File: config.mk
export PLATFORM = sky130hd
export DESIGN_NAME = vcrc_ctrl
export DESIGN_NICKNAME = d
export VERILOG_FILES = /design/src/vcrc_pkg.sv /design/src/vcrc_ctrl.sv /design/src/vcrc_loader.sv
export SDC_FILE = /design/constraint.sdc
export NUM_CORES = 1
export LEC_CHECK = 0
export ABC_CLOCK_PERIOD_IN_PS = 6200
export BUFFER_PORTS_ARGS = -buffer_cell sky130_fd_sc_hd__buf_4
export CAP_MARGIN = 20
export CORE_ASPECT_RATIO = 0.9
export CORE_MARGIN = 2
export CORE_UTILIZATION = 35
export DETAILED_ROUTE_END_ITERATION = 8
export PLACE_DENSITY = 0.62
export RECOVER_POWER = 25
export SYNTH_ARGS = -nofsm -noshare
export SYNTH_HDL_FRONTEND = slang
export SYNTH_SLANG_ARGS = --single-unit
File: constraint.sdc
create_clock -name clk_sys -period 6.2 [get_ports clk_sys]
set_clock_uncertainty 0.1 [all_clocks]
set_input_delay 0.93 -clock clk_sys [delete_from_list [all_inputs] [get_ports clk_sys]]
set_output_delay 0.93 -clock clk_sys [all_outputs]
set_load 0.02 [all_outputs]
File: src/vcrc_pkg.sv
package vcrc_pkg;

  // ----------------------------------------------------------------
  // Register offsets (byte addresses)
  // ----------------------------------------------------------------
  localparam logic [11:0] VCRC_OFF_CTRL = 12'h214;
  localparam logic [11:0] VCRC_OFF_STAT = 12'h218;
  localparam logic [11:0] VCRC_OFF_TBL = 12'h220;

  // ----------------------------------------------------------------
  // Field positions
  // ----------------------------------------------------------------
  localparam int VCRC_MAP_LSB = 0;
  localparam int VCRC_LOAD_BIT = 16;
  localparam int VCRC_SEL_LSB = 17;
  localparam int VCRC_ID_LSB = 24;
  localparam int VCRC_EN_BIT = 31;
  localparam int VCRC_STAT_BIT = 16;

  // ----------------------------------------------------------------
  // Reset and fixed values
  // ----------------------------------------------------------------
  localparam logic [7:0] VCRC_MAP_RST = 8'hff;
  localparam logic [2:0] VCRC_SEL_RST = 3'h0;
  localparam logic [2:0] VCRC_ID_VAL = 3'h0;
  localparam logic VCRC_EN_VAL = 1'h1;
  localparam logic [31:0] VCRC_TBL_RST = 32'h0065_4321;
  localparam logic [7:0] VCRC_CAP_UP = 8'h03;
  localparam logic [7:0] VCRC_CAP_DOWN = 8'h01;
  localparam logic [2:0] VCRC_SEL_WRR32 = 3'h1;
  localparam logic [2:0] VCRC_LOAD_CYCLES = 3'h4;

  // ----------------------------------------------------------------
  // Bus carriers
  // ----------------------------------------------------------------
  typedef struct packed {
    logic psel;
    logic penable;
    logic pwrite;
    logic [11:0] paddr;
    logic [31:0] pwdata;
  } vcrc_apb_req_t;

  typedef struct packed {
    logic pready;
    logic pslverr;
    logic [31:0] prdata;
  } vcrc_apb_rsp_t;

  // True when the selected scheme is supported and uses the table
  function automatic logic vcrc_table_used(input logic upstream,
                                           input logic [2:0] sel);
    logic [7:0] cap;
    cap = upstream ? VCRC_CAP_UP : VCRC_CAP_DOWN;
    return (sel == VCRC_SEL_WRR32) && cap[sel];
  endfunction : vcrc_table_used

endpackage : vcrc_pkg

File: src/vcrc_ctrl.sv
// Functional notes
// - The channel map is eight bits at 7:0, resets to all ones, bit 0 fixed.
// - Each set map bit routes that traffic class onto the channel.
// - Writing one to bit 16 loads the staged table; writing zero does nothing.
// - Bit 16 always reads back as zero.
// - The load trigger only acts in the upstream port.
// - A load only happens when the selected scheme uses the table.
// - Table status sets on a table write, clears at load end, zero downstream.
// - The scheme select is three bits at 19:17, resets to zero, drives arbitration.
// - Capability is 0x3 upstream (round robin and WRR32), 0x1 downstream.
// - The channel identifier at 26:24 reads zero and is read-only.
// - The channel enable at bit 31 reads one and is read-only.
`timescale 1ns/1ps
module vcrc_ctrl (
  input wire logic clk_sys,
  input wire logic rst,
  input wire vcrc_pkg::vcrc_apb_req_t apb_req,
  output vcrc_pkg::vcrc_apb_rsp_t apb_rsp,
  input wire logic port_is_upstream_pin,
  output logic [7:0] class_to_channel_map,
  output logic [2:0] arb_scheme_select,
  output logic [2:0] channel_identifier,
  output logic channel_enable,
  output logic [31:0] arb_table_active,
  output logic arb_table_status
);
  import vcrc_pkg::*;

  typedef struct packed {
    logic [7:1] map;
    logic [2:0] sel;
    logic [31:0] tbl;
    logic status;
    logic [2:0] sync;
    logic upstream;
    logic load;
    logic [31:0] prdata;
    logic pslverr;
  } vcrc_ctrl_st_t;

  vcrc_ctrl_st_t st_q;
  vcrc_ctrl_st_t st_d;
  logic setup_ph;
  logic wr_acc;
  logic wr_ctrl;
  logic wr_tbl;
  logic ld_busy;
  logic ld_done;
  logic [31:0] ctrl_val;
  logic [31:0] stat_val;

  // ----------------------------------------------------------------
  // Bus decode
  // ----------------------------------------------------------------
  // Zero-wait slave; writes land on the access edge
  assign setup_ph = apb_req.psel && !apb_req.penable;
  assign wr_acc = apb_req.psel && apb_req.penable && apb_req.pwrite;
  assign wr_ctrl = wr_acc && (apb_req.paddr == VCRC_OFF_CTRL);
  assign wr_tbl = wr_acc && (apb_req.paddr == VCRC_OFF_TBL);

  // Control word image; load bit and reserved ranges read zero
  always_comb begin
    ctrl_val = 32'h0;
    ctrl_val[VCRC_MAP_LSB +: 8] = {st_q.map, 1'b1};
    ctrl_val[VCRC_LOAD_BIT] = 1'b0;
    ctrl_val[VCRC_SEL_LSB +: 3] = st_q.sel;
    ctrl_val[VCRC_ID_LSB +: 3] = VCRC_ID_VAL;
    ctrl_val[VCRC_EN_BIT] = VCRC_EN_VAL;
  end

  // Status word image, polled by software during a load
  always_comb begin
    stat_val = 32'h0;
    stat_val[VCRC_STAT_BIT] = st_q.status;
  end

  // ----------------------------------------------------------------
  // Next state
  // ----------------------------------------------------------------
  always_comb begin
    st_d = st_q;
    // Strap synchroniser; only the agreed level is used
    st_d.sync = {st_q.sync[1:0], port_is_upstream_pin};
    if (st_q.sync[1] == st_q.sync[2]) begin
      st_d.upstream = st_q.sync[2];
    end
    // Read data and error captured in the setup cycle
    if (setup_ph) begin
      st_d.pslverr = 1'b0;
      st_d.prdata = 32'h0;
      if (apb_req.paddr == VCRC_OFF_CTRL) begin
        st_d.prdata = ctrl_val;
      end else if (apb_req.paddr == VCRC_OFF_STAT) begin
        st_d.prdata = stat_val;
      end else if (apb_req.paddr == VCRC_OFF_TBL) begin
        st_d.prdata = st_q.tbl;
      end else begin
        st_d.pslverr = 1'b1;
      end
    end
    // Control write; bit 0 of the map and reserved bits ignored
    st_d.load = 1'b0;
    if (wr_ctrl) begin
      st_d.map = apb_req.pwdata[7:1];
      st_d.sel = apb_req.pwdata[VCRC_SEL_LSB +: 3];
      if (apb_req.pwdata[VCRC_LOAD_BIT] && st_q.upstream
          && vcrc_table_used(st_q.upstream,
                             apb_req.pwdata[VCRC_SEL_LSB +: 3])) begin
        st_d.load = !ld_busy;
      end
    end
    // Staged table entry write
    if (wr_tbl) begin
      st_d.tbl = apb_req.pwdata;
    end
    // Status: set on a table write wins over the load-end clear
    if (!st_q.upstream) begin
      st_d.status = 1'b0;
    end else if (wr_tbl) begin
      st_d.status = 1'b1;
    end else if (ld_done) begin
      st_d.status = 1'b0;
    end
  end

  // State register
  always_ff @(posedge clk_sys or posedge rst) begin
    if (rst) begin
      st_q <= '{VCRC_MAP_RST[7:1], VCRC_SEL_RST, VCRC_TBL_RST, 1'b0,
                3'h0, 1'b0, 1'b0, 32'h0, 1'b0};
    end else begin
      st_q <= st_d;
    end
  end

  // ----------------------------------------------------------------
  // Table loader
  // ----------------------------------------------------------------
  vcrc_loader u_loader (
    .clk_sys(clk_sys),
    .rst(rst),
    .start(st_q.load),
    .table_src(st_q.tbl),
    .table_active(arb_table_active),
    .busy(ld_busy),
    .done(ld_done)
  );

  // ----------------------------------------------------------------
  // Outputs
  // ----------------------------------------------------------------
  assign apb_rsp.pready = 1'b1;
  assign apb_rsp.pslverr = st_q.pslverr;
  assign apb_rsp.prdata = st_q.prdata;
  assign class_to_channel_map = {st_q.map, 1'b1};
  assign arb_scheme_select = st_q.sel;
  assign channel_identifier = VCRC_ID_VAL;
  assign channel_enable = VCRC_EN_VAL;
  assign arb_table_status = st_q.status;

  // ----------------------------------------------------------------
  // Checks
  // ----------------------------------------------------------------
  logic rd_ctrl_acc;
  assign rd_ctrl_acc = apb_req.psel && apb_req.penable && !apb_req.pwrite
                       && (apb_req.paddr == VCRC_OFF_CTRL);

  property p_map_bit0;
    @(posedge clk_sys) disable iff (rst)
    class_to_channel_map[0] && $stable(class_to_channel_map[0]);
  endproperty
  a_map_bit0: assert property (p_map_bit0)
    else $error("map bit 0 is not held at one");

  property p_map_follows;
    @(posedge clk_sys) disable iff (rst)
    wr_ctrl |=> class_to_channel_map[7:1] == $past(apb_req.pwdata[7:1]);
  endproperty
  a_map_follows: assert property (p_map_follows)
    else $error("map output did not take the written value");

  property p_load_reads_zero;
    @(posedge clk_sys) disable iff (rst)
    rd_ctrl_acc |-> !apb_rsp.prdata[VCRC_LOAD_BIT];
  endproperty
  a_load_reads_zero: assert property (p_load_reads_zero)
    else $error("load bit read back as one");

  property p_fixed_fields;
    @(posedge clk_sys) disable iff (rst)
    rd_ctrl_acc |-> apb_rsp.prdata[31:24] == 8'h80;
  endproperty
  a_fixed_fields: assert property (p_fixed_fields)
    else $error("identifier or enable read wrong");

  property p_reserved_zero;
    @(posedge clk_sys) disable iff (rst)
    rd_ctrl_acc |-> (apb_rsp.prdata[15:8] == 8'h0)
                    && (apb_rsp.prdata[23:20] == 4'h0);
  endproperty
  a_reserved_zero: assert property (p_reserved_zero)
    else $error("reserved control bits read nonzero");

  property p_load_start;
    @(posedge clk_sys) disable iff (rst)
    (wr_ctrl && apb_req.pwdata[VCRC_LOAD_BIT] && st_q.upstream && !ld_busy
     && apb_req.pwdata[VCRC_SEL_LSB +: 3] == VCRC_SEL_WRR32)
    |=> st_q.load ##5 ld_done;
  endproperty
  a_load_start: assert property (p_load_start)
    else $error("load trigger did not start and finish a load");

  property p_load_guard;
    @(posedge clk_sys) disable iff (rst)
    st_q.load |-> st_q.upstream && st_q.sel == VCRC_SEL_WRR32;
  endproperty
  a_load_guard: assert property (p_load_guard)
    else $error("load started downstream or with unused table");

  property p_status_set;
    @(posedge clk_sys) disable iff (rst)
    (wr_tbl && st_q.upstream && st_d.upstream) |=> arb_table_status;
  endproperty
  a_status_set: assert property (p_status_set)
    else $error("status not set after table write");

  property p_status_down;
    @(posedge clk_sys) disable iff (rst)
    !$past(st_q.upstream) |-> !arb_table_status;
  endproperty
  a_status_down: assert property (p_status_down)
    else $error("status nonzero in a downstream port");

endmodule : vcrc_ctrl

File: src/vcrc_loader.sv
`timescale 1ns/1ps
module vcrc_loader (
  input wire logic clk_sys,
  input wire logic rst,
  input wire logic start,
  input wire logic [31:0] table_src,
  output logic [31:0] table_active,
  output logic busy,
  output logic done
);
  import vcrc_pkg::*;

  typedef enum logic {VCRC_LD_IDLE, VCRC_LD_COPY} vcrc_ld_state_t;

  typedef struct packed {
    vcrc_ld_state_t state;
    logic [2:0] cnt;
    logic [31:0] tbl;
    logic done;
  } vcrc_ld_t;

  vcrc_ld_t st_q;
  vcrc_ld_t st_d;

  // ----------------------------------------------------------------
  // Load sequencer: latch table over a fixed number of cycles
  // ----------------------------------------------------------------
  always_comb begin
    st_d = st_q;
    st_d.done = 1'b0;
    case (st_q.state)
      VCRC_LD_IDLE: begin
        if (start) begin
          st_d.state = VCRC_LD_COPY;
          st_d.cnt = VCRC_LOAD_CYCLES - 3'h1;
        end
      end
      VCRC_LD_COPY: begin
        if (st_q.cnt == 3'h0) begin
          st_d.tbl = table_src;
          st_d.done = 1'b1;
          st_d.state = VCRC_LD_IDLE;
        end else begin
          st_d.cnt = st_q.cnt - 3'h1;
        end
      end
      default: st_d.state = VCRC_LD_IDLE;
    endcase
  end

  // State register
  always_ff @(posedge clk_sys or posedge rst) begin
    if (rst) begin
      st_q <= '{VCRC_LD_IDLE, 3'h0, VCRC_TBL_RST, 1'b0};
    end else begin
      st_q <= st_d;
    end
  end

  assign table_active = st_q.tbl;
  assign busy = (st_q.state == VCRC_LD_COPY);
  assign done = st_q.done;

  // ----------------------------------------------------------------
  // Checks
  // ----------------------------------------------------------------
  property p_load_finishes;
    @(posedge clk_sys) disable iff (rst)
    (start && !busy) |-> ##5 (done && table_active == $past(table_src));
  endproperty
  a_load_finishes: assert property (p_load_finishes)
    else $error("table load did not finish in five cycles");

endmodule : vcrc_loader

==> flow_metrics.py, run 1 <==
metrics = {
    "routing": {
        "via_count": 3070,
        "drt_wl_total_um": 11300,
        "route.detailed.drc": 0,
        "dr.pass1.iters": 4,
        "drt_iter0_markers": 110,
        "ant_nets": 0,
        "wire_per_inst_um": 17.1,
        "routed_via_density": 4.66,
    },
    "floorplan": {
        "die_x_um": 133,
        "start_util_pct": 35.7,
        "fp.coreArea_um2": 14700,
        "die_y_um": 120,
        "ios": 132,
        "rows": 42,
        "dieArea_um2": 16000,
    },
    "hold_path": {
        "min_path_cells": 0,
        "hold_class": "register to register",
    },
    "cts": {
        "ctsResizeCount": 0,
        "cts_tree": "done",
        "clock_sinks": 118,
        "clk_latency_ns": 0.40,
        "ctsHoldBuffers": 0,
        "cts-buffers-inserted": 17,
        "clk_pin_slew_worst_paths_ns": 0.05,
        "root_buffer": "clkbuf_16",
        "post_cts_buffers": 0,
        "cts-root-to-sink-buffers": 2,
        "htree_num_levels": 4,
    },
    "timing": {
        "drv_slew": 0,
        "setup_tns_ns": 0,
        "worstMarginPinSlew_ns": 1.16,
        "fin_crit_ns": 3.24,
        "clock.fmax_ghz": 0.309,
        "rsz0062_at_grt": "false",
        "hold_viol": 0,
        "slew_headroom_pct": 22.6,
        "setup_viol": 0,
        "post-route-period-util_pct": 52.2,
    },
    "synth": {
        "synth.avg_cell_area_um2": 13.3,
        "ys_types": 40,
        "ys_seq_area_share_pct": 56.8,
        "netlist.area_leader.share_pct": 44.3,
        "synthArstFlopShare_pct": 100,
        "synthCells": 394,
        "ys_seq_elements": 118,
        "yosysTopAreaCell": "dfrtp_1",
        "synth_edf_count": 0,
        "netlist_area_um2": 5250,
        "synth_ff_type": "dfrtp_1",
        "synth_warnings": 0,
        "ys_top_cells_by_area": "dfrtp_1 (44%), mux2_2 (15%), dfstp_2 (13%)",
    },
    "global_routing": {
        "grt_usage_pct": 14.8,
        "grt.overflow.total": 0,
        "first_global_vias": 3232,
        "antenna_found_initial": 0,
        "grt_pass1_wl_um": 17800,
        "grt_max_degree": 83,
    },
    "finish": {
        "regArea_um2": 2980,
        "final_area_um2": 6340,
        "nFillCells": 1398,
        "final_nets": 500,
        "utilization_pct": 43.1,
        "antenna_cells": 0,
        "drive_gt1_share_pct": 56.2,
        "syn2layout_area_growth_pct": 20.8,
        "final_cell_mix": "buf_4 (126), dfrtp_1 (93), mux2_2 (72)",
        "multiInputGateArea_um2": 1570,
        "final_common_cell": "buf_4",
    },
    "worst_setup_path": {
        "ff2ff_path_depth": 5,
        "endpoint_kind": "register",
        "cp_max_fo": 23,
        "required_ns": 6.38,
        "critical_path_class": "input port to register",
        "startpoint_type": "input port",
        "worstPathArrival_ns": 3.42,
    },
    "run_status": {
        "status": "finished, final reports clean",
    },
    "placed_design": {
        "dp.final_hpwl_um": 7490,
        "io_buffer_count": 125,
        "gp_congestion": 0.700,
        "placed_area_um2": 5790,
    },
    "job": {
        "drv_cap": 0,
    },
    "pwr": {
        "power.static_leakage_uw": 0.00315,
        "p_per_area_nw_per_um2": 268,
        "ir_worst_vdd_mv": 0.166,
    },
}
through the flow:
step                std cells  total power [uW]  setup slack [ns]  hold slack, ns
floorplan                 398               816              2.08           0.231
global placement          626               849              2.54           0.236
detailed placement        626               850              2.52           0.235
CTS                       658              1730              2.96           0.246
global route              659              1770              2.82           0.271
finish                    659              1700              2.96           0.245
layer usage:
metal  track usage (%)  up-vias  routed length (um)
met5                 0        -                   0
met4              4.85        0                 118
met3              5.70        9                 835
met2              23.9       97                5520
met1              18.3     1553                4820
li1                  -     1411                   -
flip-flops by register name, summed over array words and instances, names as in the netlist:
name and count:
u_loader.st_q 3, st_q 35, u_loader.table_active 32, u_loader.done 1, st_d 2, u_loader.busy 1, arb_table_status 1, apb_rsp 33
arb_scheme_select 3, class_to_channel_map 7
where the power goes:
group / leakage, uW / switching [uW] / internal (uW)
Sequential: 0.00154 / 1.28 / 774
Clock: 0.000265 / 313 / 549
Combinational: 0.00134 / 37.1 / 25.6
Total: 0.00315 / 351 / 1350
final timing paths:
check	start	end	slack, ns
worst max register to register	u_loader.st_q[33]$_DFFE_PP0P_	u_loader.table_active[27]$_DFFE_PP0P_	3.98
worst max-delay path	apb_req[43]	st_q[59]$_DFFE_PP0P_	2.96
max in group asynchronous	rst	st_q[61]$_DFFE_PP1P_	4.02
min in group asynchronous	rst	u_loader.table_active[15]$_DFFE_PP0P_	0.66
worst min-delay path	st_d[36]$_DFF_PP0_	st_d[37]$_DFF_PP0_	0.24
worst min register to register	st_d[36]$_DFF_PP0_	st_d[37]$_DFF_PP0_	0.24
cells in the mapped netlist (3+ instances only):
master,count
nand2_1,14
a22o_1,20
dfstp_2,25
nor4_4,3
mux2_2,72
buf_4,81
dfrtp_1,93
clkbuf_1,11
nor2b_1,4
inv_1,7
a22oi_1,10
buf_6,3
o21ai_0,11
a21oi_1,3
worst max-delay path: stages:
cell and delay, ns:
buf_4 0.10, or4_1 0.73, nor4_4 0.79, buf_4 0.46
mux2_2 0.38
cell type report:
class,instances,share of cell area (%)
Inverter,7,0.434
Clock buffer,27,7.93
Sequential cell,118,47.0
Multi-Input combinational cell,175,24.7
Timing Repair Buffer,129,15.6
Tap cell,198,3.91
Clock inverter,5,0.394
cell families after synthesis:
| group | after synthesis | synth area share, % |
|---|---|---|
| xor+xnor | 1 | 0.167 |
| buf+inv | 105 | 13.8 |
| compound gates | 53 | 7.39 |
| fa+ha+maj | 3 | 0.667 |
| flops | 118 | 56.8 |
| simple gates | 38 | 5.15 |
| other cells | 2 | 0.143 |
| mux | 74 | 15.9 |
Power figures use the tool's default switching activity.
==> inputs of run 2 (changes only) <==
ABC_CLOCK_PERIOD_IN_PS = 3130   (was 6200)
clock period = 3.13 ns   (was 6.2 ns; I/O delays follow)
==> flow_metrics.py, run 2 (same netlist as run 1, synthesis figures left out) <==
metrics = {
    "routing": {
        "via_count": 3125,
        "routed_via_density": 4.71,
        "ant_nets": 0,
        "top_layer_used": "met4",
        "dr.pass1.iters": 4,
        "routed-wl-met3_um": 831,
        "wire_per_inst_um": 17.5,
        "route.layer.met1.wl_um": 4960,
        "drt_wl_total_um": 11600,
        "route.met2.wl_um": 5700,
        "drt_iter0_markers": 148,
        "route.detailed.drc": 0,
    },
    "floorplan": {
        "die_y_um": 120,
        "ios": 132,
        "die_x_um": 133,
        "dieArea_um2": 16000,
        "rows": 42,
        "start_util_pct": 35.7,
        "fp.coreArea_um2": 14700,
    },
    "hold_path": {
        "hold_class": "input port to register",
        "min_path_cells": 1,
    },
    "pwr": {
        "power.static_leakage_uw": 0.00321,
        "ir_worst_vdd_mv": 0.426,
        "power.share.sequential_pct": 41.4,
        "pwr-share-comb_pct": 3.2,
        "p_per_area_nw_per_um2": 573,
        "p_sw_uw": 737,
        "power_frac_clock_pct": 55.3,
        "swShare_pct": 19.9,
        "p_int_uw": 2970,
    },
    "finish": {
        "drive_gt1_share_pct": 57.2,
        "largest_register": "st_q",
        "final_area_um2": 6480,
        "antenna_cells": 0,
        "utilization_pct": 44.0,
        "syn2layout_area_growth_pct": 23.3,
        "final_common_cell": "buf_4",
        "final_nets": 504,
        "nFillCells": 1373,
        "final_cell_mix": "buf_4 (128), dfrtp_1 (93), mux2_2 (72)",
        "largest_reg_flops": 35,
    },
    "worst_setup_path": {
        "endpoint_kind": "register",
        "critical_path_class": "input port to register",
        "worstPathArrival_ns": 2.38,
        "slowest_delay_ns": 0.75,
        "crit_chain": "buf_4 -> or4_1 -> nor4_4 -> buf_12 -> mux2_2",
        "path_depth": 5,
        "ff2ff_path_depth": 6,
        "cp_top_family": "simple AND/OR/NAND/NOR gates",
        "startpoint_type": "input port",
        "cp_max_fo": 26,
        "cp_slowest_cell": "or4_1",
        "path_buf_inv": 2,
        "required_ns": 3.32,
    },
    "cts": {
        "clk_latency_ns": 0.41,
        "clk_pin_slew_worst_paths_ns": 0.05,
        "ctsResizeCount": 0,
        "root_buffer": "clkbuf_16",
        "cts_tree": "done",
        "cts-root-to-sink-buffers": 2,
        "htree_num_levels": 4,
        "ctsHoldBuffers": 0,
        "clock_sinks": 118,
        "post_cts_buffers": 0,
        "cts-buffers-inserted": 17,
    },
    "timing": {
        "rsz0062_at_grt": "false",
        "setup_viol": 0,
        "hold_viol": 0,
        "post-route-period-util_pct": 70.0,
        "worstMarginPinSlew_ns": 1.61,
        "setup_tns_ns": 0,
        "slew_headroom_pct": -7.25,
        "fin_crit_ns": 2.19,
        "clock.fmax_ghz": 0.457,
        "drv_slew": 119,
    },
    "global_routing": {
        "grt_max_degree": 119,
        "grt_pass1_wl_um": 18500,
        "grt.overflow.total": 0,
        "grt_usage_pct": 15.4,
        "first_global_vias": 3321,
        "antenna_found_initial": 0,
    },
    "placed_design": {
        "placed_area_um2": 5870,
        "io_buffer_count": 125,
        "dp.final_hpwl_um": 7830,
        "gp_congestion": 0.714,
    },
    "job": {
        "drv_cap": 1,
    },
    "run_status": {
        "violations": "max-capacitance violations, max-slew violations",
        "status": "finished with violations",
    },
}
run 2: cell count changes in the layout (fill, tap and decap cells not counted):
cell	previous run	this run
buf_12	0	2
buf_16	1	0
buf_4	126	128
bufinv_16	0	4
clkbuf_1	6	3
clkbuf_4	2	3
clkbuf_8	4	3
clkinv_2	5	4
clkinvlp_4	0	1
run 2: metal layers:
metal / track usage [%] / vias to the layer above
li1: - / 1419
met5: 0 / -
met4: 5.32 / 0
met2: 24.4 / 90
met1: 18.8 / 1608
met3: 6.79 / 8
run 2: power groups by stage:
stage | Sequential (uW) | Combinational (uW) | Clock (uW)
after floorplan | 1560 | 57.2 | 0
after global placement | 1560 | 123 | 0
after detailed placement | 1560 | 126 | 0
after CTS | 1540 | 126 | 2100
after global routing | 1540 | 133 | 2170
final | 1540 | 120 | 2050
run 2: area by class of cell:
| type | instances | area [um2] | area share (%) |
|---|---|---|---|
| Clock buffer | 23 | 478 | 7.38 |
| Inverter | 7 | 27.5 | 0.425 |
| Tap cell | 198 | 248 | 3.83 |
| Sequential cell | 118 | 2980 | 46.1 |
| Timing Repair Buffer | 133 | 1020 | 15.8 |
| Clock inverter | 9 | 148 | 2.28 |
| Multi-Input combinational cell | 175 | 1570 | 24.2 |
run 2: worst paths after layout:
kind                       slack, ns                                    to                           from
min in group asynchronous       0.53                apb_rsp[2]$_DFFE_PP0P_                            rst
hold reg to reg                 0.24                    st_d[37]$_DFF_PP0_             st_d[36]$_DFF_PP0_
setup reg to reg                1.09  u_loader.table_active[1]$_DFFE_PP0P_  u_loader.st_q[33]$_DFFE_PP0P_
max in group asynchronous       1.36               apb_rsp[30]$_DFFE_PP0P_                            rst
setup / recovery                0.94                  st_q[69]$_DFFE_PP0P_                    apb_req[43]
hold / removal                  0.09                    st_d[36]$_DFF_PP0_           port_is_upstream_pin
run 2: worst register-to-register path: cells and delay by family, from the launching register on:
kind                       cells  cell delay [ns]
adders and majority gates      2             0.44
DFF                            1             0.39
muxes                          1             0.36
and+or+nand+nor                1             0.33
buffers and inverters          2             0.31
run 2: stage by stage:
step           cells  power [uW]  hold slack, ns  worst slack (ns)
2_1_floorplan    398        1620           0.231             0.778
3_3_place_gp     631        1680           0.238             0.579
3_5_place_dp     631        1690           0.237             0.525
4_1_cts          663        3760          0.0480             0.956
5_1_grt          663        3840          0.0704             0.888
6_report         663        3710          0.0907             0.940
==> inputs of run 3 (changes only) <==
ABC_CLOCK_PERIOD_IN_PS = 2100   (was 3130)
clock period = 2.1 ns   (was 3.13 ns; I/O delays follow)
==> flow_metrics.py, run 3 (same netlist as run 1, synthesis figures left out) <==
metrics = {
    "timing": {
        "hold_viol": 0,
        "setup_viol": 0,
        "slew_headroom_pct": 14.5,
        "fin_crit_ns": 1.81,
        "setup_tns_ns": 0,
        "drv_slew": 0,
        "worstMarginPinSlew_ns": 1.28,
        "clock.fmax_ghz": 0.551,
        "post-route-period-util_pct": 86.4,
        "rsz0062_at_grt": "false",
        "setup_ws_ns": 0.286,
    },
    "cts": {
        "clk_pin_slew_worst_paths_ns": 0.05,
        "clock_sinks": 118,
        "ctsResizeCount": 0,
        "cts-buffers-inserted": 17,
        "clk_latency_ns": 0.41,
        "cts-root-to-sink-buffers": 2,
        "htree_num_levels": 4,
        "cts_tree": "done",
        "root_buffer": "clkbuf_16",
    },
    "routing": {
        "via_count": 3114,
        "dr.pass1.iters": 4,
        "drt_wl_total_um": 11300,
        "ant_nets": 0,
        "wire_per_inst_um": 16.7,
        "route.detailed.drc": 0,
        "routed_via_density": 4.59,
        "drt_iter0_markers": 123,
    },
    "pwr": {
        "pwr-share-comb_pct": 3.5,
        "power_frac_clock_pct": 56.8,
        "p_per_area_nw_per_um2": 874,
        "power.static_leakage_uw": 0.00321,
        "p_int_uw": 4620,
        "power.share.sequential_pct": 39.7,
        "p_sw_uw": 1140,
        "ir_worst_vdd_mv": 0.621,
        "swShare_pct": 19.8,
    },
    "worst_setup_path": {
        "critical_path_class": "register to register",
        "required_ns": 2.29,
        "startpoint_type": "register",
        "cp_max_fo": 34,
        "path_common_cell": "ha_1",
        "worstPathArrival_ns": 2.00,
        "cp_slowest_cell": "dfrtp_1",
        "endpoint_kind": "register",
        "crit_chain": "inv_1 -> ha_1 -> ha_1 -> nand2_2 -> buf_12 -> mux2_2",
        "slowest_delay_ns": 0.39,
    },
    "run_status": {
        "status": "finished, final reports clean",
    },
    "global_routing": {
        "antenna_found_initial": 0,
        "grt_usage_pct": 15.0,
        "grt.overflow.total": 0,
        "grt_pass1_wl_um": 18100,
        "first_global_vias": 3331,
        "grt_max_degree": 50,
    },
    "finish": {
        "final_common_cell": "buf_4",
        "fin_cells": 678,
        "antenna_cells": 0,
        "largest_register": "st_q",
        "syn2layout_area_growth_pct": 25.5,
        "final_nets": 519,
        "final_cell_mix": "buf_4 (115), dfrtp_1 (93), mux2_2 (71)",
        "drive_gt1_share_pct": 54.0,
        "largest_reg_flops": 35,
    },
    "floorplan": {
        "die_x_um": 133,
        "ios": 132,
        "die_y_um": 120,
        "start_util_pct": 35.7,
        "rows": 42,
        "dieArea_um2": 16000,
        "fp.coreArea_um2": 14700,
    },
    "hold_path": {
        "hold_class": "input port to register",
    },
    "job": {
        "drv_cap": 0,
    },
    "placed_design": {
        "dp.final_hpwl_um": 7900,
        "pre_cts_slack_ns": -0.108,
        "gp_congestion": 0.745,
        "io_buffer_count": 125,
        "dp.cells": 644,
    },
}
## run 3: what timing repair did
action,4_1_cts,5_1_grt
hold buffers,2,0
hold endpoints to repair,16,0
setup buffers,0,0
## run 3: area by class of cell
cell class,count,area [um2]
Multi-Input combinational cell,175,1580
Tap cell,198,248
Inverter,7,27.5
Clock inverter,14,230
Fill cell,1367,8120
Sequential cell,118,2980
Timing Repair Buffer,148,1090
Clock buffer,18,439
## run 3: metrics by stage
stage | area, um2 | util [%] | power (uW) | hold slack (ns)
after floorplan | 5290 | - | 2410 | 0.231
after global routing | 6590 | 44.8 | 5980 | 0.0146
after detailed placement | 6000 | 40.7 | 2530 | 0.237
after global placement | 6000 | 40.7 | 2530 | 0.235
final | 6590 | 44.8 | 5760 | 0.0303
after CTS | 6690 | 45.4 | 5850 | 0.0110
## run 3: worst max-delay path, delay by kind of cell, from the launching register on
family	cells	cell delay (ns)
simple gates	1	0.09
fa+ha+maj	2	0.44
flops	1	0.39
mux	1	0.37
buf+inv	2	0.30
## run 3: routing by layer
layer / vias to the layer above / part of all wire, % / global-route usage [%] / wire (um)
li1: 1444 / - / - / -
met1: 1570 / 44 / 18.9 / 5010
met2: 88 / 49 / 24.0 / 5500
met3: 12 / 6.0 / 5.62 / 674
met4: 0 / 1.0 / 5.12 / 117
met5: - / 0 / 0 / 0
## run 3: final timing paths
| check | from | to | slack (ns) | cells after the start |
|---|---|---|---|---|
| worst max-delay path | u_loader.st_q[33]$_DFFE_PP0P_ | u_loader.table_active[4]$_DFFE_PP0P_ | 0.29 | 6 |
| worst min-delay path | apb_req[2] | st_q[41]$_DFFE_PP0P_ | 0.03 | 2 |
| worst max register to register | u_loader.st_q[33]$_DFFE_PP0P_ | u_loader.table_active[4]$_DFFE_PP0P_ | 0.29 | 6 |
| worst min register to register | st_d[36]$_DFF_PP0_ | st_d[37]$_DFF_PP0_ | 0.25 | 0 |
| max in group asynchronous | rst | u_loader.table_active[22]$_DFFE_PP1P_ | 0.41 | 4 |
| min in group asynchronous | rst | u_loader.table_active[2]$_DFFE_PP0P_ | 0.64 | 3 |
## run 3: power by group through the flow
| stage | sequential, uW | combinational [uW] | clock (uW) |
|---|---|---|---|
| final | 2290 | 201 | 3270 |
| after global routing | 2290 | 223 | 3470 |
| after CTS | 2290 | 207 | 3350 |
| after detailed placement | 2330 | 203 | 0 |
| after global placement | 2330 | 200 | 0 |
| after floorplan | 2320 | 86.8 | 0 |
